File: src/lpmc_pkg.sv
// What this block does
// - Mode 00 idle keeps all clocks running
// - Idle mode only waits for an exit
// - Mode 01 stops CPU and system clocks
// - Standby exits: reset, pin, debugger, watchdog
// - Standby wake pin low count, high restarts
// - Qualified standby wake restores clock, latches interrupt
// - Mode 1x stops oscillator, PLL and watchdog
// - Halt exits: reset, pin, debugger, never watchdog
// - Halt wake: oscillator, PLL lock, then clock
// - Wake source holds pin until oscillator up
// - Released wake pin returns to low power
// - Watchdog and wake logic share interrupt line
// - Halt needs group and CPU enables set
// - After halt, service routine unless mask set
// - No halt while missing clock flag set
// - Disable other interrupts before halt
// - Program wake enable and qualification first
// - Debug wake works with CPU clock stopped
// - Control register field layout, reserved zero
// - Qualification cycles equal field plus two
// - Mode field acts only at idle
// - Watchdog wake enable gates standby exit
package lpmc_pkg;
    localparam int ADDR_W = 4;
    localparam int DATA_W = 16;
    localparam logic [3:0] CTRL_IDX = 4'h0;
    localparam logic [3:0] STAT_IDX = 4'h1;
    localparam int WAKE_EN_BIT = 15;
    localparam int QUAL_LSB = 2;
    localparam int QUAL_MSB = 7;
    localparam int MODE_LSB = 0;
    localparam int MODE_MSB = 1;
    localparam logic [15:0] CTRL_RESET = 16'h0000;
    localparam logic [15:0] CTRL_WMASK = 16'h80ff;
    localparam logic [6:0] QUAL_EXTRA = 7'h02;
    localparam logic [1:0] MODE_IDLE = 2'h0;
    localparam logic [1:0] MODE_STBY = 2'h1;
    localparam int CLK_NS = 10;
    localparam int OSC_START_NS = 10000;
    localparam int PLL_LOCK_NS = 20000;
    localparam int OSC_START_CYC = OSC_START_NS / CLK_NS;
    localparam int PLL_LOCK_CYC = PLL_LOCK_NS / CLK_NS;
    localparam int TIMER_W = 16;
    localparam logic [3:0] H_CTRL = 4'h0;
    localparam logic [3:0] H_GRP1 = 4'h1;
    localparam logic [3:0] H_CPUIE = 4'h2;
    localparam logic [3:0] H_MASK = 4'h3;
    localparam logic [3:0] H_CMD = 4'h4;
    localparam logic [3:0] H_STAT = 4'h5;
    localparam int GRP1_WAKE_BIT = 7;
    localparam int CPU_INT1_BIT = 0;
    localparam int GMASK_BIT = 0;
    localparam int CMD_IDLE_BIT = 0;
    typedef enum logic [2:0] {
        ST_RUN = 3'b000,
        ST_IDLE = 3'b001,
        ST_STBY = 3'b010,
        ST_HALT = 3'b011,
        ST_OSC_UP = 3'b100,
        ST_PLL_UP = 3'b101
    } lpmc_state_e;
endpackage

File: src/lpmc_link.sv
`timescale 1ns/1ps
interface lpmc_link;
    import lpmc_pkg::*;
    logic [ADDR_W-1:0] reg_addr;
    logic [DATA_W-1:0] reg_wdata;
    logic reg_wr;
    logic reg_rd;
    logic [DATA_W-1:0] reg_rdata;
    logic idle_exec;
    logic wake_n;
    logic external_reset_n;
    logic dbg_wake;
    logic wd_irq;
    logic any_irq;
    logic external_nmi;
    logic cpu_clock_in_en;
    logic system_clock_out_en;
    logic osc_en;
    logic pll_en;
    logic wd_alive;
    logic wake_interrupt;
    logic [2:0] lp_state;
    modport dev (
        input reg_addr, reg_wdata, reg_wr, reg_rd, idle_exec, wake_n,
        input external_reset_n, dbg_wake, wd_irq, any_irq, external_nmi,
        output reg_rdata, cpu_clock_in_en, system_clock_out_en, osc_en,
        output pll_en, wd_alive, wake_interrupt, lp_state
    );
    modport host (
        output reg_addr, reg_wdata, reg_wr, reg_rd, idle_exec, wake_n,
        output external_reset_n, dbg_wake, wd_irq, any_irq, external_nmi,
        input reg_rdata, cpu_clock_in_en, system_clock_out_en, osc_en,
        input pll_en, wd_alive, wake_interrupt, lp_state
    );
endinterface

File: src/lpmc_device.sv
// Local design decisions: the address-and-strobe port and the address map.
`timescale 1ns/1ps
module lpmc_device
    import lpmc_pkg::*;
#(
    parameter int OSC_START_CYCLES = OSC_START_CYC,
    parameter int PLL_LOCK_CYCLES = PLL_LOCK_CYC
)(
    input wire logic clk,
    input wire logic sys_rst,
    lpmc_link.dev link,
    output logic [15:0] low_power_control_reg,
    output logic [1:0] power_mode_active
);
    if (OSC_START_CYCLES < 1 || OSC_START_CYCLES >= 2**TIMER_W ||
        PLL_LOCK_CYCLES < 1 || PLL_LOCK_CYCLES >= 2**TIMER_W)
    begin
        $error("lpmc_device: start or lock count out of range");
    end

    // Pins: 0 wake, 1 external reset low, 2 debugger request.
    logic [2:0] pin_s1;
    logic [2:0] pin_s2;
    logic [2:0] pin_s3;
    logic [2:0] pin_q;
    logic [2:0] pin_raw;
    assign pin_raw = {link.dbg_wake, ~link.external_reset_n, ~link.wake_n};

    always_ff @(posedge clk or posedge sys_rst)
    begin
        if (sys_rst)
        begin
            pin_s1 <= 3'h0;
            pin_s2 <= 3'h0;
            pin_s3 <= 3'h0;
            pin_q <= 3'h0;
        end
        else
        begin
            pin_s1 <= pin_raw;
            pin_s2 <= pin_s1;
            pin_s3 <= pin_s2;
            for (int i = 0; i < 3; i++)
            begin
                if (pin_s2[i] == pin_s3[i])
                begin
                    pin_q[i] <= pin_s2[i];
                end
            end
        end
    end

    logic wake_lo;
    logic rst_lo;
    logic dbg_req;
    assign wake_lo = pin_q[0];
    assign rst_lo = pin_q[1];
    assign dbg_req = pin_q[2];

    lpmc_state_e state;
    lpmc_state_e next_state;
    logic [1:0] mode_act;
    logic [6:0] qual_cnt;
    logic [TIMER_W-1:0] timer;
    logic from_dbg;
    logic qual_done;
    logic lpm_wake;
    logic timer_done;
    logic wake_en;

    assign wake_en = low_power_control_reg[WAKE_EN_BIT];
    assign timer_done = (timer == '0);
    // Consecutive low samples reach field plus two.
    assign qual_done = wake_lo && (qual_cnt + 7'h1 ==
        {1'b0, low_power_control_reg[QUAL_MSB:QUAL_LSB]} + QUAL_EXTRA);

    always_comb
    begin
        next_state = state;
        lpm_wake = 1'b0;
        case (state)
            ST_RUN:
            begin
                if (link.idle_exec)
                begin
                    case (low_power_control_reg[MODE_MSB:MODE_LSB])
                        MODE_IDLE: next_state = ST_IDLE;
                        MODE_STBY: next_state = ST_STBY;
                        default: next_state = ST_HALT;
                    endcase
                end
            end
            ST_IDLE:
            begin
                // The CPU does the waking; nothing else happens here.
                if (rst_lo || link.wd_irq || link.any_irq ||
                    link.external_nmi)
                begin
                    next_state = ST_RUN;
                end
            end
            ST_STBY:
            begin
                if (rst_lo || dbg_req)
                begin
                    next_state = ST_RUN;
                end
                else if (link.wd_irq && wake_en)
                begin
                    next_state = ST_RUN;
                end
                else if (qual_done)
                begin
                    next_state = ST_RUN;
                    lpm_wake = 1'b1;
                end
            end
            ST_HALT:
            begin
                // Watchdog is dead here, so it is not looked at.
                if (rst_lo)
                begin
                    next_state = ST_RUN;
                end
                else if (wake_lo || dbg_req)
                begin
                    next_state = ST_OSC_UP;
                end
            end
            ST_OSC_UP:
            begin
                if (rst_lo)
                begin
                    next_state = ST_RUN;
                end
                else if (!wake_lo && !from_dbg)
                begin
                    // Wake released early: the oscillator never settled.
                    next_state = ST_HALT;
                end
                else if (timer_done)
                begin
                    next_state = ST_PLL_UP;
                end
            end
            ST_PLL_UP:
            begin
                if (rst_lo)
                begin
                    next_state = ST_RUN;
                end
                else if (timer_done)
                begin
                    next_state = ST_RUN;
                    lpm_wake = ~from_dbg;
                end
            end
            default: next_state = ST_RUN;
        endcase
    end

    always_ff @(posedge clk or posedge sys_rst)
    begin
        if (sys_rst)
        begin
            state <= ST_RUN;
        end
        else
        begin
            state <= next_state;
        end
    end

    // Mode is captured at idle so later writes wait for the next one.
    always_ff @(posedge clk or posedge sys_rst)
    begin
        if (sys_rst)
        begin
            mode_act <= MODE_IDLE;
        end
        else if (state == ST_RUN && link.idle_exec)
        begin
            mode_act <= low_power_control_reg[MODE_MSB:MODE_LSB];
        end
    end

    always_ff @(posedge clk or posedge sys_rst)
    begin
        if (sys_rst)
        begin
            qual_cnt <= 7'h0;
        end
        else if (state == ST_STBY && wake_lo && !qual_done)
        begin
            qual_cnt <= qual_cnt + 7'h1;
        end
        else
        begin
            qual_cnt <= 7'h0;
        end
    end

    always_ff @(posedge clk or posedge sys_rst)
    begin
        if (sys_rst)
        begin
            timer <= '0;
            from_dbg <= 1'b0;
        end
        else if (state == ST_HALT && next_state == ST_OSC_UP)
        begin
            timer <= TIMER_W'(OSC_START_CYCLES - 1);
            from_dbg <= dbg_req && !wake_lo;
        end
        else if (state == ST_OSC_UP && next_state == ST_PLL_UP)
        begin
            timer <= TIMER_W'(PLL_LOCK_CYCLES - 1);
        end
        else if (!timer_done)
        begin
            timer <= timer - 1'b1;
        end
    end

    always_ff @(posedge clk or posedge sys_rst)
    begin
        if (sys_rst)
        begin
            link.cpu_clock_in_en <= 1'b1;
            link.system_clock_out_en <= 1'b1;
            link.osc_en <= 1'b1;
            link.pll_en <= 1'b1;
            link.wd_alive <= 1'b1;
            link.lp_state <= ST_RUN;
        end
        else
        begin
            link.cpu_clock_in_en <= next_state == ST_RUN ||
                next_state == ST_IDLE;
            link.system_clock_out_en <= next_state == ST_RUN ||
                next_state == ST_IDLE;
            link.osc_en <= next_state != ST_HALT;
            link.pll_en <= next_state != ST_HALT &&
                next_state != ST_OSC_UP;
            link.wd_alive <= next_state == ST_RUN ||
                next_state == ST_IDLE || next_state == ST_STBY;
            link.lp_state <= next_state;
        end
    end

    // One line carries both the watchdog and the wake-up event.
    always_ff @(posedge clk or posedge sys_rst)
    begin
        if (sys_rst)
        begin
            link.wake_interrupt <= 1'b0;
        end
        else
        begin
            link.wake_interrupt <= lpm_wake ||
                (link.wd_irq && link.wd_alive);
        end
    end

    always_ff @(posedge clk or posedge sys_rst)
    begin
        if (sys_rst)
        begin
            low_power_control_reg <= CTRL_RESET;
        end
        else if (link.reg_wr && link.reg_addr == CTRL_IDX)
        begin
            low_power_control_reg <= link.reg_wdata & CTRL_WMASK;
        end
    end

    always_ff @(posedge clk or posedge sys_rst)
    begin
        if (sys_rst)
        begin
            link.reg_rdata <= 16'h0000;
        end
        else if (link.reg_rd && link.reg_addr == CTRL_IDX)
        begin
            link.reg_rdata <= low_power_control_reg;
        end
        else if (link.reg_rd && link.reg_addr == STAT_IDX)
        begin
            link.reg_rdata <= {11'h000, state, mode_act};
        end
        else
        begin
            link.reg_rdata <= 16'h0000;
        end
    end

    always_ff @(posedge clk or posedge sys_rst)
    begin
        if (sys_rst)
        begin
            power_mode_active <= MODE_IDLE;
        end
        else
        begin
            power_mode_active <= mode_act;
        end
    end
endmodule

File: src/flat_wrapper.sv
// flat-port wrapper written by rule: the top's interface ports become plain ports
module lpmc_device_flat import lpmc_pkg::*;
#(
    parameter int OSC_START_CYCLES = OSC_START_CYC,
    parameter int PLL_LOCK_CYCLES = PLL_LOCK_CYC
)
  (clk, sys_rst, low_power_control_reg, power_mode_active, link_reg_addr, link_reg_wdata, link_reg_wr, link_reg_rd, link_idle_exec, link_wake_n, link_external_reset_n, link_dbg_wake, link_wd_irq, link_any_irq, link_external_nmi, link_reg_rdata, link_cpu_clock_in_en, link_system_clock_out_en, link_osc_en, link_pll_en, link_wd_alive, link_wake_interrupt, link_lp_state);
  lpmc_link link_i ();
  input wire logic clk;
  input wire logic sys_rst;
  output logic [15:0] low_power_control_reg;
  output logic [1:0] power_mode_active;
  input wire logic [$bits(link_i.reg_addr)-1:0] link_reg_addr;
  input wire logic [$bits(link_i.reg_wdata)-1:0] link_reg_wdata;
  input wire logic [$bits(link_i.reg_wr)-1:0] link_reg_wr;
  input wire logic [$bits(link_i.reg_rd)-1:0] link_reg_rd;
  input wire logic [$bits(link_i.idle_exec)-1:0] link_idle_exec;
  input wire logic [$bits(link_i.wake_n)-1:0] link_wake_n;
  input wire logic [$bits(link_i.external_reset_n)-1:0] link_external_reset_n;
  input wire logic [$bits(link_i.dbg_wake)-1:0] link_dbg_wake;
  input wire logic [$bits(link_i.wd_irq)-1:0] link_wd_irq;
  input wire logic [$bits(link_i.any_irq)-1:0] link_any_irq;
  input wire logic [$bits(link_i.external_nmi)-1:0] link_external_nmi;
  output wire logic [$bits(link_i.reg_rdata)-1:0] link_reg_rdata;
  output wire logic [$bits(link_i.cpu_clock_in_en)-1:0] link_cpu_clock_in_en;
  output wire logic [$bits(link_i.system_clock_out_en)-1:0] link_system_clock_out_en;
  output wire logic [$bits(link_i.osc_en)-1:0] link_osc_en;
  output wire logic [$bits(link_i.pll_en)-1:0] link_pll_en;
  output wire logic [$bits(link_i.wd_alive)-1:0] link_wd_alive;
  output wire logic [$bits(link_i.wake_interrupt)-1:0] link_wake_interrupt;
  output wire logic [$bits(link_i.lp_state)-1:0] link_lp_state;
  assign link_i.reg_addr = link_reg_addr;
  assign link_i.reg_wdata = link_reg_wdata;
  assign link_i.reg_wr = link_reg_wr;
  assign link_i.reg_rd = link_reg_rd;
  assign link_i.idle_exec = link_idle_exec;
  assign link_i.wake_n = link_wake_n;
  assign link_i.external_reset_n = link_external_reset_n;
  assign link_i.dbg_wake = link_dbg_wake;
  assign link_i.wd_irq = link_wd_irq;
  assign link_i.any_irq = link_any_irq;
  assign link_i.external_nmi = link_external_nmi;
  assign link_reg_rdata = link_i.reg_rdata;
  assign link_cpu_clock_in_en = link_i.cpu_clock_in_en;
  assign link_system_clock_out_en = link_i.system_clock_out_en;
  assign link_osc_en = link_i.osc_en;
  assign link_pll_en = link_i.pll_en;
  assign link_wd_alive = link_i.wd_alive;
  assign link_wake_interrupt = link_i.wake_interrupt;
  assign link_lp_state = link_i.lp_state;
  lpmc_device #(.OSC_START_CYCLES(OSC_START_CYCLES), .PLL_LOCK_CYCLES(PLL_LOCK_CYCLES)) u_core (.clk(clk), .sys_rst(sys_rst), .link(link_i), .low_power_control_reg(low_power_control_reg), .power_mode_active(power_mode_active));
endmodule
File: config.mk
export PLATFORM = sky130hd
export DESIGN_NAME = lpmc_device_flat
export DESIGN_NICKNAME = d
export VERILOG_FILES = /design/src/lpmc_pkg.sv /design/src/lpmc_link.sv /design/src/lpmc_device.sv /design/src/flat_wrapper.sv
export SDC_FILE = /design/constraint.sdc
export NUM_CORES = 1
export LEC_CHECK = 0
export ABC_AREA = 1
export BUFFER_PORTS_ARGS = -buffer_cell sky130_fd_sc_hd__buf_2
export CAP_MARGIN = 20
export CORE_UTILIZATION = 32
export CTS_BUF_LIST = sky130_fd_sc_hd__clkbuf_4 sky130_fd_sc_hd__clkbuf_8 sky130_fd_sc_hd__clkbuf_16
export DETAILED_ROUTE_END_ITERATION = 6
export GPL_TIMING_DRIVEN = 0
export PLACE_DENSITY = 0.57
export SYNTH_ARGS = -nofsm -noshare
export SYNTH_HDL_FRONTEND = slang
export SYNTH_SLANG_ARGS = --single-unit
export TNS_END_PERCENT = 20
File: constraint.sdc
create_clock -name clk -period 6.5 [get_ports clk]
set_clock_uncertainty 0.05 [all_clocks]
set_input_delay 1.95 -clock clk [delete_from_list [all_inputs] [get_ports clk]]
set_output_delay 1.95 -clock clk [all_outputs]
set_load 0.01 [all_outputs]
==> out/metrics.cfg, run 1 <==
[status]
status=complete, no violations

[global_routing]
grt_pass1_wl_mm=12.2
grt_start_max_net_pins=67
grt_pass1_vias=2693
antenna_found_initial=0
track_usage_pct=14.0
overflow=0

[clock_network]
cts.clk_slew.worst_paths_ns=0.07
postCtsSetupRepairBufs=0
cts_tree=built
clockBufferDepth=2
cts_buffers=9
clock_sinks=66
cts-htree-levels=3
cts_resized=0
cts_root_buf=clkbuf_8
hold_buffers=0
clk_latency_ns=0.35

[flow_run]
cap_viol_max_count=0

[drt]
first_pass_iters=4
post_drt_wl_per_cell_um=11.6
drt_iter0_drc=135
drc=0
ant_nets=0
wl_mm=6.99
dr_total_vias=2666
via_per_inst=4.44

[cells_and_area]
nets=497
drive_gt1_share_pct=26.7
post-route-util_pct=40.8
largest_reg_flops=16
final_cells=601
n_antenna_cell=0
syn_to_final_growth_pct=21.5
nFillCells=1028

[synthesis]
synth_common_cells=nand2_1, dfrtp_1, nor2_1
synth_top_area_share_pct=46.6
netlist_area_sq_um=3330
yosysMostFrequentCell=nand2_1
yosysTopAreaCell=dfrtp_1
ys_ff_latch=66
synth_edf_count=0
ys.warnings.count=0
ys_seq_area_share_pct=49.8
synthesis.instances=387
syn_avg_cell_area_sq_um=8.60
synth_top_cells_by_area=dfrtp_1, nand2_1, nor2_1
yosysUniqueCellTypes=36
synthArstFlopShare_pct=100
ys.flop_type=dfrtp_1

[pwr]
p_leak_nw=2.10
clkPwrFrac_pct=28.5
netSwitchingPower_mw=0.492
swShare_pct=35.0
p_seq_share_pct=41.4
total_power_mw=1.41
ir_drop_uv=185
power.internal_mw=0.916
p_per_area_nw_per_um2=348
combPwrFrac_pct=30.1

[worst_hold_path]
min_from=u_core.pin_s1[2]$_DFF_PP0_
min-delay-path-class=register to register
whs_path_depth=0
holdPathEnd=u_core.pin_s2[2]$_DFF_PP0_

[floorplan]
start_util_pct=33.6
ioPinCount=74
die_y_um=104
dieArea_sq_um=10800
die_width_um=104
core_sq_um=9910
rows=36

[worst_setup_path]
crit_path_max_fanout=2
reg2reg_to=u_core.qual_cnt[3]$_DFF_PP0_
required_ns=4.50
worstSetupPathType=register to output port
crit_path_cell_trace=buf_4, buf_2
rrSetupSlack_ns=4.52
critPathBufInv=2
critPathArrivalTime_ns=1.09
reg2reg_depth=11
crit_slowest_cell=dfstp_2
max_stage_delay_ns=0.53
end_kind=output port
critPathTopFamily=flip-flops
startpoint_type=register
reg2reg_from=u_core.qual_cnt[0]$_DFF_PP0_

[timing]
fin_tns_setup_ns=0
fin_crit_ns=3.09
drv_slew=0
fmax_ghz=0.324
finalSetupViolCount=0
fin_crit_sh_pct=47.5
tightest_slew_ns=0.798
slew_headroom_pct=46.8
rsz0062_at_grt=false
hold_violations=0

[place]
gp_congestion=0.785
dp_hpwl_mm=5.16
dp.cells=585
port_buffers=52

-- metrics by stage --
stage	worst slack, ns	hold slack, ns	instance area (sq um)
2_1_floorplan	2.85	0.281	3380
3_3_place_gp	2.00	0.285	3800
3_5_place_dp	3.32	0.286	3810
4_1_cts	3.39	0.299	4040
5_1_grt	3.38	0.309	4040
6_report	3.41	0.298	4040
-- cell usage in the layout (no fill, tap or decap), types with 6 or more instances in the layout --
| cell | netlist | routed |
|---|---|---|
| nand2_1 | 71 | 71 |
| dfrtp_1 | 62 | 62 |
| nor2_1 | 54 | 54 |
| buf_2 | 0 | 52 |
| inv_1 | 47 | 46 |
| nand3_1 | 27 | 27 |
| a21oi_1 | 19 | 19 |
| buf_4 | 16 | 16 |
| conb_1 | 1 | 14 |
| o21ai_0 | 13 | 13 |
| clkbuf_8 | 0 | 11 |
| nand2_2 | 6 | 6 |
| nor3_1 | 6 | 6 |
| xor2_1 | 6 | 6 |
-- how the worst max path moves through the flow --
stage	startpoint	end	cells after the start
floorplan	sys_rst	u_core.from_dbg$_DFFE_PP0P_	1
global placement	sys_rst	u_core.state[0]$_DFF_PP0_	2
detailed placement	link_reg_addr[1]	u_core.low_power_control_reg[0]$_DFFE_PP0P_	6
CTS	u_core.link.cpu_clock_in_en$_DFF_PP1_	link_system_clock_out_en	2
global route	u_core.link.cpu_clock_in_en$_DFF_PP1_	link_system_clock_out_en	2
finish	u_core.link.cpu_clock_in_en$_DFF_PP1_	link_system_clock_out_en	2
-- power groups by stage --
stage / Combinational (mW) / Clock (mW) / Sequential (mW)
after floorplan: 0.299 / 0 / 0.594
after global placement: 0.418 / 0 / 0.589
after detailed placement: 0.426 / 0 / 0.590
after CTS: 0.429 / 0.411 / 0.584
after global routing: 0.483 / 0.432 / 0.598
final: 0.424 / 0.401 / 0.583
-- logic make-up (layout without fill, tap and decap cells) --
group,after synthesis,in the layout,synth area share [%]
simple gates,199,199,30.2
buf+inv,69,137,9.88
flops,66,66,49.8
compound gates,39,39,6.20
xor+xnor,7,7,1.84
fa+ha+maj,6,6,2.03
other cells,1,14,0.113
-- final cells by class --
type	count	area [sq um]	area share, %
multi-input combinational	265	1390	34.4
tap	133	166	4.12
buffer	18	135	3.34
timing repair buffer	52	260	6.44
clock inverter	5	85.1	2.10
clock buffer	11	151	3.74
inverter	51	196	4.86
sequential	66	1660	41.0
-- metal layers --
layer  GRT usage [%]  vias up  part of all wire, %
met3            4.07        7                  4.0
met2            22.5       61                   47
met5               0        -                    0
met1            18.0     1246                   48
li1                -     1352                    -
met4            4.80        0                  1.1
No activity file was read; power rests on OpenSTA's default activity.
==> inputs of run 2 (changes only) <==
--- a/config.mk
+++ b/config.mk
@@ -12,7 +12,7 @@
 export CTS_BUF_LIST = sky130_fd_sc_hd__clkbuf_4 sky130_fd_sc_hd__clkbuf_8 sky130_fd_sc_hd__clkbuf_16
 export DETAILED_ROUTE_END_ITERATION = 6
 export GPL_TIMING_DRIVEN = 0
-export PLACE_DENSITY = 0.57
+export PLACE_DENSITY = 0.59
 export SYNTH_ARGS = -nofsm -noshare
 export SYNTH_HDL_FRONTEND = slang
 export SYNTH_SLANG_ARGS = --single-unit
==> constraint.sdc (replaced) <==
create_clock -name clk -period 2.8 [get_ports clk]
set_clock_uncertainty 0.05 [all_clocks]
set_input_delay 0.84 -clock clk [delete_from_list [all_inputs] [get_ports clk]]
set_output_delay 0.84 -clock clk [all_outputs]
set_load 0.01 [all_outputs]
==> out/metrics.cfg, run 2 (synthesis results as in run 1) <==
[worst_setup_path]
worstSetupPathType=register to register
reg2reg_from=u_core.qual_cnt[0]$_DFF_PP0_
startpoint_type=register
reg2reg_depth=11  ; unchanged
required_ns=3.01  ; -1.49 ns
crit_path_max_fanout=7  ; +5
rrSetupSlack_ns=0.80  ; -3.72 ns
crit_path_cell_trace=ha_1, nand2_1, nor2_2, nand3_1, nand2_1, nand2_1, nand2_1, nor2_1, nand2_1, nand3_1, a21oi_1
cpMostUsedCell=nand2_1
reg2reg_to=u_core.qual_cnt[3]$_DFF_PP0_
crit_start=u_core.qual_cnt[0]$_DFF_PP0_
end_kind=register
max_stage_delay_ns=0.44  ; -0.09 ns
endpoint=u_core.qual_cnt[3]$_DFF_PP0_
critPathArrivalTime_ns=2.21  ; +1.12 ns
crit_slowest_cell=dfrtp_1

[global_routing]
grt_start_max_net_pins=35  ; -48%
grt_pass1_wl_mm=12.1  ; -0.67%
track_usage_pct=14.0  ; -0.038 points
grt_pass1_vias=2613  ; -3.0%
antenna_found_initial=0  ; unchanged
overflow=0  ; unchanged

[timing]
setup_ws_ns=0.798  ; -2.61 ns
rsz0062_at_grt=false
fin_crit_ns=2.00
slew_headroom_pct=49.5  ; +2.7 points
tightest_slew_ns=0.756  ; -0.0418 ns
fmax_ghz=0.500
fin_crit_sh_pct=71.5
finalSetupViolCount=0  ; unchanged
fin_tns_setup_ns=0  ; unchanged
drv_slew=0  ; unchanged
hold_violations=0  ; unchanged

[clock_network]
cts_tree=built
clock_sinks=66  ; unchanged
cts_buffers=9  ; unchanged
hold_buffers=0  ; unchanged
cts-htree-levels=3  ; unchanged
cts_root_buf=clkbuf_8
clk_latency_ns=0.35  ; about the same
cts.clk_slew.worst_paths_ns=0.08  ; about the same
cts_resized=0  ; unchanged
clockBufferDepth=2  ; unchanged
postCtsSetupRepairBufs=0  ; unchanged

[cells_and_area]
multi_input_area_sq_um=1390  ; unchanged
n_antenna_cell=0  ; unchanged
final_common_cell=nand2_1
drive_gt1_share_pct=26.9  ; +0.16 points
syn_to_final_growth_pct=21.7
nets=498  ; +0.20%
largest_reg_flops=16  ; unchanged
nFillCells=1049  ; +2.0%
final_cell_mix=nand2_1, dfrtp_1, nor2_1, buf_2, inv_1
regArea_sq_um=1660  ; unchanged

[flow_run]
cap_viol_max_count=0  ; unchanged

[place]
dp_hpwl_mm=5.28  ; +2.4%
port_buffers=52  ; unchanged
gp_congestion=0.796  ; +1.4%
dp_slack_ns=0.747  ; -2.57 ns

[floorplan]
core_sq_um=9910  ; unchanged
start_util_pct=33.6  ; unchanged
rows=36  ; unchanged
die_width_um=104  ; unchanged
dieArea_sq_um=10800  ; unchanged
ioPinCount=74  ; unchanged
die_y_um=104  ; unchanged

[drt]
drt_iter0_drc=138  ; +2.2%
post_drt_wl_per_cell_um=11.5  ; -0.79%
wl_mm=6.94  ; -0.63%
first_pass_iters=4  ; unchanged
drc=0  ; unchanged
dr_total_vias=2637  ; -1.1%
via_per_inst=4.38  ; -1.3%
ant_nets=0  ; unchanged

[pwr]
p_leak_nw=2.11  ; +0.26%
ir_drop_uv=431  ; +130%
total_power_mw=3.24  ; +130%
p_per_area_nw_per_um2=799  ; +130%

[status]
status=complete, no violations

[worst_hold_path]
min-delay-path-class=register to register

-- run 2: cell types whose count changed in the layout (fill, tap and decap cells not counted), sizes merged --
cell,change
clkinv,+2
inv,-1
clkbuf,-1
buf,+1
-- run 2: how the worst min path moves through the flow --
stage | slack [ns] | endpoint | cells past startpoint | startpoint
after global routing | 0.33 | u_core.pin_s2[0]$_DFF_PP0_ | 0 | u_core.pin_s1[0]$_DFF_PP0_
final | 0.31 | u_core.pin_s2[2]$_DFF_PP0_ | 0 | u_core.pin_s1[2]$_DFF_PP0_
after CTS | 0.31 | u_core.pin_s2[2]$_DFF_PP0_ | 0 | u_core.pin_s1[2]$_DFF_PP0_
after floorplan | 0.28 | u_core.pin_s2[0]$_DFF_PP0_ | 0 | u_core.pin_s1[0]$_DFF_PP0_
after global placement | 0.28 | u_core.pin_s2[2]$_DFF_PP0_ | 0 | u_core.pin_s1[2]$_DFF_PP0_
after detailed placement | 0.28 | u_core.pin_s2[2]$_DFF_PP0_ | 0 | u_core.pin_s1[2]$_DFF_PP0_
-- run 2: worst max-delay path: cells and delay by family, from the launching register on --
kind | cells | cell delay (ns)
simple gates | 9 | 1.01
flops | 1 | 0.44
fa+ha+maj | 1 | 0.20
compound gates | 1 | 0.20
-- run 2: power by group --
| part | leakage, nW | internal [mW] | total (mW) | switching [mW] |
|---|---|---|---|---|
| sequential | 0.802 | 1.18 | 1.36 | 0.173 |
| combinational | 1.19 | 0.392 | 0.983 | 0.591 |
| clock | 0.112 | 0.527 | 0.898 | 0.372 |
-- run 2: cell type report --
type / instances / area share (%)
sequential: 66 / 40.9
multi-input combinational: 265 / 34.4
timing repair buffer: 53 / 6.92
inverter: 51 / 4.79
tap: 133 / 4.11
clock buffer: 10 / 3.40
buffer: 18 / 3.33
clock inverter: 6 / 2.22
-- run 2: metrics by stage --
stage / utilization (%) / cells / area, sq um / hold WS, ns
after floorplan: - / 400 / 3380 / 0.281
after detailed placement: 38.6 / 586 / 3820 / 0.285
after global routing: 40.9 / 602 / 4050 / 0.326
after CTS: 40.9 / 602 / 4050 / 0.310
final: 40.9 / 602 / 4050 / 0.308
after global placement: 38.4 / 585 / 3800 / 0.285
-- run 2: layer usage --
layer / up-vias / part of all wire (%) / track usage (%)
met5: - / 0 / 0
met4: 0 / 1.8 / 5.10
met3: 11 / 3.9 / 4.45
met2: 52 / 47 / 21.7
met1: 1213 / 48 / 18.2
li1: 1361 / - / -
